`src/rtl/sps_pkg.sv`:
```
// Constants for the multichannel serial port with slot select and DMA.
// Assumes one register index per word on a plain strobe bus.
package sps_pkg;
	// ----------------------------------------
	// Register indexes
	// ----------------------------------------
	localparam logic [4:0] SPS_CTL      = 5'h00;
	localparam logic [4:0] SPS_MCTL     = 5'h01;
	localparam logic [4:0] SPS_TXBUF    = 5'h02;
	localparam logic [4:0] SPS_RXBUF    = 5'h03;
	localparam logic [4:0] SPS_INDEX    = 5'h04;
	localparam logic [4:0] SPS_STEP     = 5'h05;
	localparam logic [4:0] SPS_COUNT    = 5'h06;
	localparam logic [4:0] SPS_CHAIN    = 5'h07;
	localparam logic [4:0] SPS_TXSEL    = 5'h08;
	localparam logic [4:0] SPS_TXCMP    = 5'h0c;
	localparam logic [4:0] SPS_RXSEL    = 5'h10;
	localparam logic [4:0] SPS_RXCMP    = 5'h14;
	// ----------------------------------------
	// Control field positions
	// ----------------------------------------
	localparam int SPS_B_EN     = 0;
	localparam int SPS_B_DIR    = 1;
	localparam int SPS_B_FMT    = 2;
	localparam int SPS_B_MERGE  = 3;
	localparam int SPS_B_DMAEN  = 4;
	localparam int SPS_B_CHEN   = 5;
	localparam int SPS_B_I2S    = 8;
	localparam int SPS_B_LEN    = 9;
	localparam int SPS_B_FILL   = 30;
	localparam int SPS_B_HANG   = 31;
	localparam int SPS_B_CUR    = 8;
	localparam int SPS_B_PCI    = 31;
	// ----------------------------------------
	// Reset values and word length limits
	// ----------------------------------------
	localparam logic [13:0] SPS_CTL_RST  = 14'h0000;
	localparam logic [6:0]  SPS_NCH_RST  = 7'h00;
	localparam logic [31:0] SPS_SEL_RST  = 32'h00000000;
	localparam logic [4:0]  SPS_LEN_MIN  = 5'h02;
	localparam logic [4:0]  SPS_LEN_I2S  = 5'h07;
	localparam logic [4:0]  SPS_LEN_WORD_MERGE_ENABLE = 5'h0f;
	// ----------------------------------------
	// DMA states
	// ----------------------------------------
	typedef enum logic [2:0] {
		SPS_IDLE  = 3'b001,
		SPS_DATA  = 3'b010,
		SPS_FETCH = 3'b100
	} sps_dma_t;
endpackage

```
`src/rtl/sps_port.sv`:
```
// Multichannel TDM serial port: slot select, companding, buffers and DMA.
// Assumes serial clock, frame sync and receive data come from another domain.
`timescale 1ns/100ps
// Overview of operation
// - 128 slots, four 32-bit select words, bit n of word k is slot 32k+n
// - Enabled slots transfer words, disabled slots are ignored
// - Transmitter drives data in selected slots, releases pin otherwise
// - Receiver loads selected slot words into buffer, discards others
// - Compand only flagged slots, A-law or mu-law from format bit
// - Receiver expands companded data, transmitter compresses it
// - Core mode: interrupt while receive word held or transmit buffer free
// - Core read of receive buffer while transmitting, or write of transmit buffer while receiving, hangs until port reset
// - Empty read or full write stalls until status changes; status readable
// - Direction bit zero selects receive buffer, one selects transmit
// - Port DMA request beats other DMA requests in same cycle
// - Word lengths 3 to 32, 8 to 32 in I2S, DMA moves 32 bits
// - Packing joins two short words per 32-bit transfer and interrupt
// - DMA off: interrupt per received word and per transmit vacancy
// - Software loads index, step and count before a DMA run
// - DMA moves words until count reaches zero, then interrupts; mid-chain only if pointer PCI bit set
// - DMA interrupts only at block end; one shared interrupt
// - Chaining fetches next parameter block at chain pointer per direction
// - Chaining off when enable bit clear or pointer address zero
// - Chain insertion: finish block, interrupt always, no block fetch
// - Count decrements by one after every transfer
// - Read-only current slot advances, wrapping at programmed slot count
module sps_port
	import sps_pkg::*;
#(
	parameter int AW = 19
) (
	// Clock and reset
	input  wire logic          CLOCK,
	input  wire logic          RST_N,
	input  wire logic          CE,
	// Register port
	input  wire logic [4:0]    REG_ADDR,
	input  wire logic [31:0]   REG_WDATA,
	input  wire logic          REG_WR,
	input  wire logic          REG_RD,
	output logic      [31:0]   REG_RDATA,
	output logic               REG_STALL,
	// Serial link
	input  wire logic          SER_CLK,
	input  wire logic          SER_FS,
	input  wire logic          SER_RXD,
	output logic               SER_TXD,
	output logic               SER_TXD_OE,
	output logic               SER_TDV,
	// Memory master
	output logic               MEM_REQ,
	output logic               MEM_WE,
	output logic      [AW-1:0] MEM_ADDR,
	output logic      [31:0]   MEM_WDATA,
	input  wire logic          MEM_ACK,
	input  wire logic [31:0]   MEM_RDATA,
	// Other DMA channels
	input  wire logic          OTHER_DMA_REQ,
	output logic               OTHER_DMA_GNT,
	// Interrupt
	output logic               PORT_IRQ
);
	initial begin
		if (AW < 4 || AW > 30) $error("sps_port: AW out of range");
	end

	// ----------------------------------------
	// Companding
	// ----------------------------------------
	function automatic logic [7:0] sps_compress(input logic [15:0] s, input logic alaw);
		logic [15:0] mag;
		logic [13:0] m;
		logic [13:0] sh;
		logic [2:0]  seg;
		begin
			mag = s[15] ? (~s + 16'h0001) : s;
			if (alaw)
				m = {1'b0, mag[15:3]};
			else if (mag[15:2] > 14'h1fde)
				m = 14'h1fff;
			else
				m = mag[15:2] + 14'h0021;
			seg = 3'h0;
			for (int i = 1; i < 8; i++) begin
				if (alaw ? m[4 + i] : m[5 + i]) seg = 3'(i);
			end
			if (alaw)
				sh = (seg == 3'h0) ? (m >> 1) : (m >> seg);
			else
				sh = m >> ({1'b0, seg} + 4'h1);
			if (alaw)
				sps_compress = {~s[15], seg, sh[3:0]} ^ 8'h55;
			else
				sps_compress = ~{s[15], seg, sh[3:0]};
		end
	endfunction

	function automatic logic [15:0] sps_expand(input logic [7:0] code, input logic alaw);
		logic [7:0]  c;
		logic [15:0] t;
		begin
			c = alaw ? (code ^ 8'h55) : ~code;
			if (alaw) begin
				t = {8'h00, c[3:0], 4'h8};
				if (c[6:4] != 3'h0) t = t + 16'h0100;
				if (c[6:4] > 3'h1) t = t << (c[6:4] - 3'h1);
				sps_expand = c[7] ? t : (~t + 16'h0001);
			end else begin
				t = ({9'h000, c[3:0], 3'h0} + 16'h0084) << c[6:4];
				t = t - 16'h0084;
				sps_expand = c[7] ? (~t + 16'h0001) : t;
			end
		end
	endfunction

	// ----------------------------------------
	// Registers and state
	// ----------------------------------------
	logic [13:0]   ctl_reg, ctl_next;
	logic [6:0]    nch_reg, nch_next;
	logic [31:0]   sel_reg [16];
	logic [31:0]   sel_next [16];
	logic [31:0]   txbuf_reg, txbuf_next, rxbuf_reg, rxbuf_next;
	logic          txfull_reg, txfull_next, rxfull_reg, rxfull_next;
	logic          hang_reg, hang_next, irq_reg, irq_next;
	logic [31:0]   rdata_reg, rdata_next;
	logic [AW-1:0] index_reg, index_next, step_reg, step_next;
	logic [31:0]   count_reg, count_next;
	logic [AW:0]   chain_reg, chain_next;
	logic [1:0]    fidx_reg, fidx_next;
	sps_dma_t      st_reg, st_next;

	logic en, dir, alaw, merge, dmaen, chen;
	logic [4:0] len;
	assign en    = ctl_reg[SPS_B_EN];
	assign dir   = ctl_reg[SPS_B_DIR];
	assign alaw  = ctl_reg[SPS_B_FMT];
	assign merge = ctl_reg[SPS_B_MERGE];
	assign dmaen = ctl_reg[SPS_B_DMAEN];
	assign chen  = ctl_reg[SPS_B_CHEN];

	// Clamp length: 3 bits minimum, 8 in I2S mode
	always_comb begin
		len = ctl_reg[SPS_B_LEN +: 5];
		if (len < SPS_LEN_MIN) len = SPS_LEN_MIN;
		if (ctl_reg[SPS_B_I2S] && len < SPS_LEN_I2S) len = SPS_LEN_I2S;
	end

	// ----------------------------------------
	// Link input synchronisers
	// ----------------------------------------
	logic [2:0] sclk_sy;
	logic [1:0] fs_sy, rxd_sy;
	always_ff @(posedge CLOCK or negedge RST_N) begin
		if (!RST_N) begin
			sclk_sy <= 3'h0;
			fs_sy   <= 2'h0;
			rxd_sy  <= 2'h0;
		end else if (CE) begin
			sclk_sy <= {sclk_sy[1:0], SER_CLK};
			fs_sy   <= {fs_sy[0], SER_FS};
			rxd_sy  <= {rxd_sy[0], SER_RXD};
		end
	end
	logic rise;
	assign rise = sclk_sy[1] & ~sclk_sy[2];

	// ----------------------------------------
	// Serial engine
	// ----------------------------------------
	logic [4:0]  bit_reg, bit_next, pbit;
	logic [6:0]  slot_reg, slot_next, pslot;
	logic        seen_reg, seen_next, half_reg, half_next;
	logic [31:0] rsh_reg, rsh_next, tw_reg, tw_next, cur_w;
	logic [15:0] rlow_reg, rlow_next;
	logic        txd_reg, txd_next, oe_reg, oe_next;
	logic        sel, cmp, tx_take, rx_push;
	logic [31:0] rx_word, src, mask;

	always_comb begin
		bit_next  = bit_reg;
		slot_next = slot_reg;
		seen_next = seen_reg;
		half_next = half_reg;
		rsh_next  = rsh_reg;
		tw_next   = tw_reg;
		rlow_next = rlow_reg;
		txd_next  = txd_reg;
		oe_next   = oe_reg;
		tx_take   = 1'b0;
		rx_push   = 1'b0;
		rx_word   = rsh_reg;
		src       = 32'h00000000;
		cur_w     = tw_reg;
		mask      = 32'hffffffff >> (5'h1f - len);
		if (fs_sy[1]) begin
			pbit  = 5'h00;
			pslot = 7'h00;
		end else if (bit_reg == len) begin
			pbit  = 5'h00;
			pslot = (slot_reg == nch_reg) ? 7'h00 : slot_reg + 7'h01;
		end else begin
			pbit  = bit_reg + 5'h01;
			pslot = slot_reg;
		end
		sel = sel_reg[{dir ? 2'h0 : 2'h2, pslot[6:5]}][pslot[4:0]];
		cmp = sel_reg[{dir ? 2'h1 : 2'h3, pslot[6:5]}][pslot[4:0]];
		if (!en) begin
			seen_next = 1'b0;
			half_next = 1'b0;
			oe_next   = 1'b0;
		end else if (rise && (seen_reg || fs_sy[1])) begin
			seen_next = 1'b1;
			bit_next  = pbit;
			slot_next = pslot;
			rsh_next  = {rsh_reg[30:0], rxd_sy[1]};
			if (dir) begin
				if (pbit == 5'h00 && sel) begin
					// Underrun sends zero, compressed in companded slots, rather than stale data
					if (txfull_reg) src = (merge && half_reg) ? {16'h0000, txbuf_reg[31:16]}
						: txbuf_reg;
					if (cmp) src = {24'h000000, sps_compress(src[15:0], alaw)};
					cur_w   = src;
					tw_next = src;
					if (txfull_reg) begin
						half_next = merge & ~half_reg;
						tx_take   = ~(merge & ~half_reg);
					end
				end
				txd_next = cur_w[len - pbit];
				oe_next  = sel;
			end else begin
				oe_next = 1'b0;
				if (pbit == len && sel) begin
					rx_word = rsh_next & mask;
					if (cmp) rx_word = {{16{1'b0}}, sps_expand(rx_word[7:0], alaw)};
					if (cmp && !merge) rx_word[31:16] = {16{rx_word[15]}};
					if (merge && !half_reg) begin
						rlow_next = rx_word[15:0];
						half_next = 1'b1;
					end else begin
						if (merge) rx_word = {rx_word[15:0], rlow_reg};
						half_next = 1'b0;
						rx_push   = 1'b1;
					end
				end
			end
		end
	end

	always_ff @(posedge CLOCK or negedge RST_N) begin
		if (!RST_N) begin
			bit_reg  <= 5'h00;
			slot_reg <= 7'h00;
			seen_reg <= 1'b0;
			half_reg <= 1'b0;
			rsh_reg  <= 32'h00000000;
			tw_reg   <= 32'h00000000;
			rlow_reg <= 16'h0000;
			txd_reg  <= 1'b0;
			oe_reg   <= 1'b0;
		end else if (CE) begin
			bit_reg  <= bit_next;
			slot_reg <= slot_next;
			seen_reg <= seen_next;
			half_reg <= half_next;
			rsh_reg  <= rsh_next;
			tw_reg   <= tw_next;
			rlow_reg <= rlow_next;
			txd_reg  <= txd_next;
			oe_reg   <= oe_next;
		end
	end

	// ----------------------------------------
	// Registers, buffers and DMA
	// ----------------------------------------
	logic rd_rx, wr_tx, bad, busy, run, need, ack, last;
	logic [AW-1:0] cp_addr;
	assign cp_addr = chain_reg[AW-1:0];

	always_comb begin
		ctl_next    = ctl_reg;
		nch_next    = nch_reg;
		sel_next    = sel_reg;
		txbuf_next  = txbuf_reg;
		rxbuf_next  = rxbuf_reg;
		txfull_next = txfull_reg;
		rxfull_next = rxfull_reg;
		hang_next   = hang_reg & en;
		rdata_next  = 32'h00000000;
		index_next  = index_reg;
		step_next   = step_reg;
		count_next  = count_reg;
		chain_next  = chain_reg;
		fidx_next   = fidx_reg;
		st_next     = st_reg;
		irq_next    = 1'b0;
		MEM_REQ     = 1'b0;
		MEM_WE      = 1'b0;
		MEM_ADDR    = index_reg;
		rd_rx = REG_RD && REG_ADDR == SPS_RXBUF;
		wr_tx = REG_WR && REG_ADDR == SPS_TXBUF;
		bad   = en && ((rd_rx && dir) || (wr_tx && !dir));
		if (bad) hang_next = 1'b1;
		REG_STALL = hang_reg || bad || (rd_rx && !rxfull_reg) || (wr_tx && txfull_reg);
		// Serial side
		if (tx_take) txfull_next = 1'b0;
		// Bus writes
		if (REG_WR && !REG_STALL) begin
			case (REG_ADDR)
				SPS_CTL:   ctl_next = REG_WDATA[13:0];
				SPS_MCTL:  nch_next = REG_WDATA[6:0];
				SPS_TXBUF: begin
					txbuf_next  = REG_WDATA;
					txfull_next = 1'b1;
				end
				SPS_INDEX: index_next = REG_WDATA[AW-1:0];
				SPS_STEP:  step_next  = REG_WDATA[AW-1:0];
				SPS_COUNT: count_next = REG_WDATA;
				SPS_CHAIN: begin
					chain_next = {REG_WDATA[SPS_B_PCI], REG_WDATA[AW-1:0]};
					if (dmaen && chen && REG_WDATA[AW-1:0] != '0 && st_reg == SPS_IDLE) begin
						st_next   = SPS_FETCH;
						fidx_next = 2'h0;
					end
				end
				default: begin
					if (REG_ADDR >= SPS_TXSEL && REG_ADDR < SPS_RXCMP + 5'h04)
						sel_next[4'(REG_ADDR - SPS_TXSEL)] = REG_WDATA;
				end
			endcase
		end
		// Bus reads
		if (REG_RD && !REG_STALL) begin
			case (REG_ADDR)
				SPS_CTL: begin
					rdata_next[13:0]        = ctl_reg;
					rdata_next[SPS_B_FILL] = dir ? txfull_reg : rxfull_reg;
					rdata_next[SPS_B_HANG] = hang_reg;
				end
				SPS_MCTL:  rdata_next = {17'h00000, slot_reg, 1'b0, nch_reg};
				SPS_TXBUF: rdata_next = txbuf_reg;
				SPS_RXBUF: begin
					rdata_next  = rxbuf_reg;
					rxfull_next = 1'b0;
				end
				SPS_INDEX: rdata_next = 32'(index_reg);
				SPS_STEP:  rdata_next = 32'(step_reg);
				SPS_COUNT: rdata_next = count_reg;
				SPS_CHAIN: begin
					rdata_next             = 32'(cp_addr);
					rdata_next[SPS_B_PCI] = chain_reg[AW];
				end
				default: begin
					if (REG_ADDR >= SPS_TXSEL && REG_ADDR < SPS_RXCMP + 5'h04)
						rdata_next = sel_reg[4'(REG_ADDR - SPS_TXSEL)];
				end
			endcase
		end
		// DMA engine; insertion mode keeps the block running
		busy = dmaen | chen;
		run  = en && busy && count_reg != 32'h00000000;
		need = dir ? !txfull_reg : rxfull_reg;
		ack  = 1'b0;
		last = count_reg == 32'h00000001;
		case (st_reg)
			SPS_IDLE: begin
				// A chain start written this cycle keeps priority over a data move
				if (run && need && st_next == SPS_IDLE) st_next = SPS_DATA;
			end
			SPS_DATA: begin
				MEM_REQ = 1'b1;
				MEM_WE  = ~dir;
				ack     = MEM_ACK;
				if (!busy || !en) st_next = SPS_IDLE;
				else if (ack) begin
					if (dir) begin
						txbuf_next  = MEM_RDATA;
						txfull_next = 1'b1;
					end else rxfull_next = 1'b0;
					index_next = index_reg + step_reg;
					count_next = count_reg - 32'h00000001;
					st_next    = SPS_IDLE;
					if (last) begin
						if (dmaen && chen && cp_addr != '0) begin
							st_next   = SPS_FETCH;
							fidx_next = 2'h0;
							irq_next  = chain_reg[AW];
						end else irq_next = 1'b1;
					end
				end
			end
			SPS_FETCH: begin
				MEM_REQ  = 1'b1;
				MEM_ADDR = cp_addr + AW'(fidx_reg);
				if (!chen || !en) st_next = SPS_IDLE;
				else if (MEM_ACK) begin
					case (fidx_reg)
						2'h0:    index_next = MEM_RDATA[AW-1:0];
						2'h1:    step_next  = MEM_RDATA[AW-1:0];
						2'h2:    count_next = MEM_RDATA;
						default: chain_next = {MEM_RDATA[SPS_B_PCI], MEM_RDATA[AW-1:0]};
					endcase
					fidx_next = fidx_reg + 2'h1;
					if (fidx_reg == 2'h3) st_next = SPS_IDLE;
				end
			end
			default: st_next = SPS_IDLE;
		endcase
		// Serial push last so a new word wins over a drain
		if (rx_push) begin
			rxbuf_next  = rx_word;
			rxfull_next = 1'b1;
		end
		if (en && !busy) irq_next = dir ? !txfull_reg : rxfull_reg;
		if (!en) hang_next = 1'b0;
	end

	always_ff @(posedge CLOCK or negedge RST_N) begin
		if (!RST_N) begin
			ctl_reg    <= SPS_CTL_RST;
			nch_reg    <= SPS_NCH_RST;
			for (int i = 0; i < 16; i++) sel_reg[i] <= SPS_SEL_RST;
			txbuf_reg  <= 32'h00000000;
			rxbuf_reg  <= 32'h00000000;
			txfull_reg <= 1'b0;
			rxfull_reg <= 1'b0;
			hang_reg   <= 1'b0;
			irq_reg    <= 1'b0;
			rdata_reg  <= 32'h00000000;
			index_reg  <= '0;
			step_reg   <= '0;
			count_reg  <= 32'h00000000;
			chain_reg  <= '0;
			fidx_reg   <= 2'h0;
			st_reg     <= SPS_IDLE;
		end else if (CE) begin
			ctl_reg    <= ctl_next;
			nch_reg    <= nch_next;
			sel_reg    <= sel_next;
			txbuf_reg  <= txbuf_next;
			rxbuf_reg  <= rxbuf_next;
			txfull_reg <= txfull_next;
			rxfull_reg <= rxfull_next;
			hang_reg   <= hang_next;
			irq_reg    <= irq_next;
			rdata_reg  <= rdata_next;
			index_reg  <= index_next;
			step_reg   <= step_next;
			count_reg  <= count_next;
			chain_reg  <= chain_next;
			fidx_reg   <= fidx_next;
			st_reg     <= st_next;
		end
	end

	// ----------------------------------------
	// Outputs
	// ----------------------------------------
	assign REG_RDATA     = rdata_reg;
	assign MEM_WDATA     = rxbuf_reg;
	assign OTHER_DMA_GNT = OTHER_DMA_REQ & ~MEM_REQ;
	assign SER_TXD       = txd_reg;
	assign SER_TXD_OE    = oe_reg;
	assign SER_TDV       = oe_reg;
	assign PORT_IRQ      = irq_reg;
endmodule // sps_port

```
`config.mk`:
```
export PLATFORM = sky130hd
export DESIGN_NAME = sps_port
export DESIGN_NICKNAME = d
export VERILOG_FILES = /design/src/rtl/sps_pkg.sv /design/src/rtl/sps_port.sv
export SDC_FILE = /design/constraint.sdc
export NUM_CORES = 2
export LEC_CHECK = 0
export ABC_CLOCK_PERIOD_IN_PS = 6000
export BUFFER_PORTS_ARGS = -buffer_cell sky130_fd_sc_hd__clkbuf_2
export CELL_PAD_IN_SITES_DETAIL_PLACEMENT = 0
export CELL_PAD_IN_SITES_GLOBAL_PLACEMENT = 1
export CORE_UTILIZATION = 30
export DETAILED_ROUTE_END_ITERATION = 10
export HOLD_SLACK_MARGIN = 0.03
export PLACE_DENSITY = 0.62
export SETUP_SLACK_MARGIN = 0.02
export SLEW_MARGIN = 30
export SYNTH_ARGS = -nofsm -noshare
export SYNTH_HDL_FRONTEND = slang
export SYNTH_SLANG_ARGS = --single-unit
```
`constraint.sdc`:
```
create_clock -name CLOCK -period 6 [get_ports CLOCK]
set_input_delay 0.6 -clock CLOCK [delete_from_list [all_inputs] [get_ports CLOCK]]
set_output_delay 0.6 -clock CLOCK [all_outputs]
set_load 0.01 [all_outputs]
```
==> flow_summary_export.csv <==
group,metric,value,unit
pwr,p_leak,26.6,nW
sta,slew_violations,0,
sta,timing.final.crit_share,98.4,%
global_route,grt_overflow_total,0,
layout,fin_cells,7986,
worst_setup_path,rrSetupSlack,0.1,ns
yosys,syn_nets,5450,
global_route,antenna_found_initial,20,
sta,fin_crit,5.90,ns
layout,drive_gt1_share,29.1,%
worst_hold_path,hold_path_startpoint,"SER_CLK",
yosys,async_flop_share,100,%
yosys,yosys.area.top_type_share,39.5,%
worst_setup_path,endpoint_kind,"register",
sta,relSlewSlack,32.6,%
sta,hold_viol,0,
layout,fin_nets,5702,
pwr,p_total,18.5,mW
yosys,synth_mux_area_share,21.6,%
floorplan,coreArea,0.174,mm²
yosys,syn_area,0.0525,mm²
worst_hold_path,min_path_cells,2,
job,maxCapViolations,0,
worst_setup_path,worstPathRequired,6.61,ns
placement,io_buffers,169,
yosys,yosys_warnings,0,
global_route,grtUsageTotal,27.8,%
layout,regArea,0.0208,mm²
yosys,avgSynthCellArea,9.87,µm²
floorplan,num_rows,153,
sta,fmax,169,MHz
placement,placed_cell_area,0.0581,mm²
placement,dp_slack,-0.164,ns
clock_tree,cts_htree_levels,3,
worst_setup_path,rr_worst_depth,23,
yosys,synth-simple-area-share,12.7,%
sta,setup_violations,0,
layout,fin_util,35.8,%
clock_tree,clk_path_buf_depth,3,
floorplan,pin_count,170,
yosys,synth_cell_type_count,119,
drt,drc,0,
placement,globalplace.congestion,0.957,
yosys,synth_fa_ha_area_share,1.16,%
yosys,synth_top_family_by_area,"multiplexers",
worst_setup_path,cp_data_arrival_time,6.51,ns
global_route,grt_max_degree,143,
floorplan,start_util,30.2,%
drt,drtIter0Drc,6065,
clock_tree,numCtsBuffers,96,
drt,post_drt_via_cell_ratio,6.08,
clock_tree,clock_latency,0.76,ns
yosys,synthTopCellsByCount,"829 x dfrtp_1, 659 x nand2_1, 550 x mux2_2",
drt,wire_per_inst,31.5,µm
yosys,synth_area_leaders,"dfrtp_1 39%, mux2_2 12%, mux4_2 6.7%",
drt,firstDrtPassIters,7,
yosys,synth_xor_area_share,1.82,%
yosys,yosysTopAreaCell,"dfrtp_1",
yosys,synth-edff-count,0,
yosys,synth.most_common_cell,"dfrtp_1",
yosys,synthFlopType,"dfrtp_1",
floorplan,fp.dieH,420,µm
worst_setup_path,worstReg2RegEnd,"SER_TXD",
global_route,grt_pass1_vias,46377,
status,outcome,"finished clean",
floorplan,die_w,420,µm
clock_tree,root_buffer,"clkbuf_16",
drt,routed_wl,251,mm
floorplan,die_area,0.177,mm²
worst_hold_path,hp-class,"in -> reg",
yosys,netlist_instances,5324,
layout,area.growth.synth_to_final,18.4,%
yosys,synth_compound_area_share,18.6,%
drt,vias,48582,
placement,dp_hpwl,178,mm
layout,fillerInstances,17675,
worst_hold_path,hold-path-endpoint,"sclk_sy[0]",
pwr,vdd_drop_max,0.227,mV
pwr,p_per_area,298,mW/mm²
worst_setup_path,worst-path-max-fanout,12,
yosys,ys_seq_elements,830,
sta,fin_ws,0.0958,ns
global_route,grt_pass1_wl,356,mm
clock_tree,cts_tree,"built",
layout,multi_input_area,0.0298,mm²
worst_setup_path,worst-setup-path-type,"reg -> reg",
yosys,synth-seq-area-share,39.5,%
clock_tree,clock_sinks,830,
placement,dp_cells,7763,
clock_tree,clk_pin_slew,0.07,ns
layout,largest_reg_flops,512,
layout,final_area,0.0622,mm²
sta,worstMarginPinSlew,1.01,ns
drt,final_antenna_net_count,0,
sta,finClkSkew,0.0526,ns
worst_setup_path,rr_startpoint,"ctl_reg[13]",
worst_setup_path,start_kind,"register",
==> worst max-delay path, cell delays in order (launching register included) <==
cell and delay [ns]:
dfrtp_2 0.46, or2_1 0.27, o221a_4 0.34, a2111o_1 0.44, or3_4 0.37, a21oi_4 0.20
buf_12 0.16, buf_12 0.16, buf_16 0.17, mux4_2 0.31, a2bb2oi_1 0.14, and3_1 0.19
a31o_2 0.24, a41oi_1 0.17, buf_4 0.20, a2bb2oi_4 0.17, buf_12 0.15, buf_4 0.15
nand2b_1 0.13, mux4_2 0.23, a211oi_1 0.08, or4_1 0.57, a31o_1 0.22, a32o_1 0.25
==> layout by cell type (no fill, tap or decap), drive strengths merged, types with 44 or more instances in the layout <==
cell	netlist	routed
a31oi	60	60
mux2	550	550
nand3	102	102
o211ai	48	48
nor2	321	321
o22ai	106	106
dfrtp	829	829
nor3	75	75
nand2	660	660
ha	44	44
inv	102	107
buf	124	452
xnor2	71	71
a22oi	58	58
a211oi	54	54
clkbuf	346	300
and3	59	59
o21ai	300	300
a21oi	345	345
mux4	164	164
mux2i	142	142
==> report_power, final <==
part	switching (mW)	internal, mW	total, mW
clock	2.70	3.62	6.32
sequential	0.781	6.25	7.03
combinational	3.04	2.15	5.19
==> layout make-up <==
type                       count  share of cell area (%)
multi-input combinational   3920                    47.9
timing repair buffer         624                    8.02
antenna                        5                  0.0201
sequential                   830                    33.4
inverter                     104                   0.628
tap                         2325                    4.68
clock buffer                 129                    4.40
clock inverter                49                   0.968
==> through the flow <==
stage	hold slack (ns)	setup TNS [ns]
3_5_place_dp	0.462	-0.203
5_1_grt	0.0910	-0.114
6_report	0.0959	0
2_1_floorplan	0.304	0
3_3_place_gp	0.456	-0.110
4_1_cts	0.0651	0
==> how the worst max path moves through the flow <==
stage / start / to / slack (ns) / depth (start not counted)
2_1_floorplan: half_reg / SER_TXD / 0.79 / 25
3_3_place_gp: ctl_reg[13] / SER_TXD / -0.11 / 22
3_5_place_dp: ctl_reg[13] / SER_TXD / -0.16 / 22
4_1_cts: ctl_reg[13] / SER_TXD / 0.03 / 22
5_1_grt: ctl_reg[13] / SER_TXD / -0.06 / 24
6_report: ctl_reg[13] / SER_TXD / 0.1 / 23
==> per-layer routing <==
metal  vias up  part of all wire (%)  wire length (µm)  global-route usage (%)
li1      20420                     -                 -                       -
met2      2613                    45            113000                    43.2
met3       625                   8.9             22400                    6.13
met4        12                   5.8             14700                    13.6
met5         -                 0.033                83                       0
met1     24912                    40            101000                    36.4
==> cell families after synthesis <==
kind of cell | Yosys count
xor+xnor | 107
buf+inv | 574
compound gates | 1440
simple gates | 1470
flops | 830
fa+ha+maj | 47
mux | 856
==> timing repair <==
item / in CTS / in global routing
endpoints found under the hold margin: 75 / 0
gates cloned: 1 / 7
hold buffers: 1 / 0
pin swaps: 4 / 18
gates resized for setup: 7 / 47
buffers inserted: 5 / 25
setup endpoints to repair: 10 / 33
Note: power is estimated with default switching activity, not from simulation.
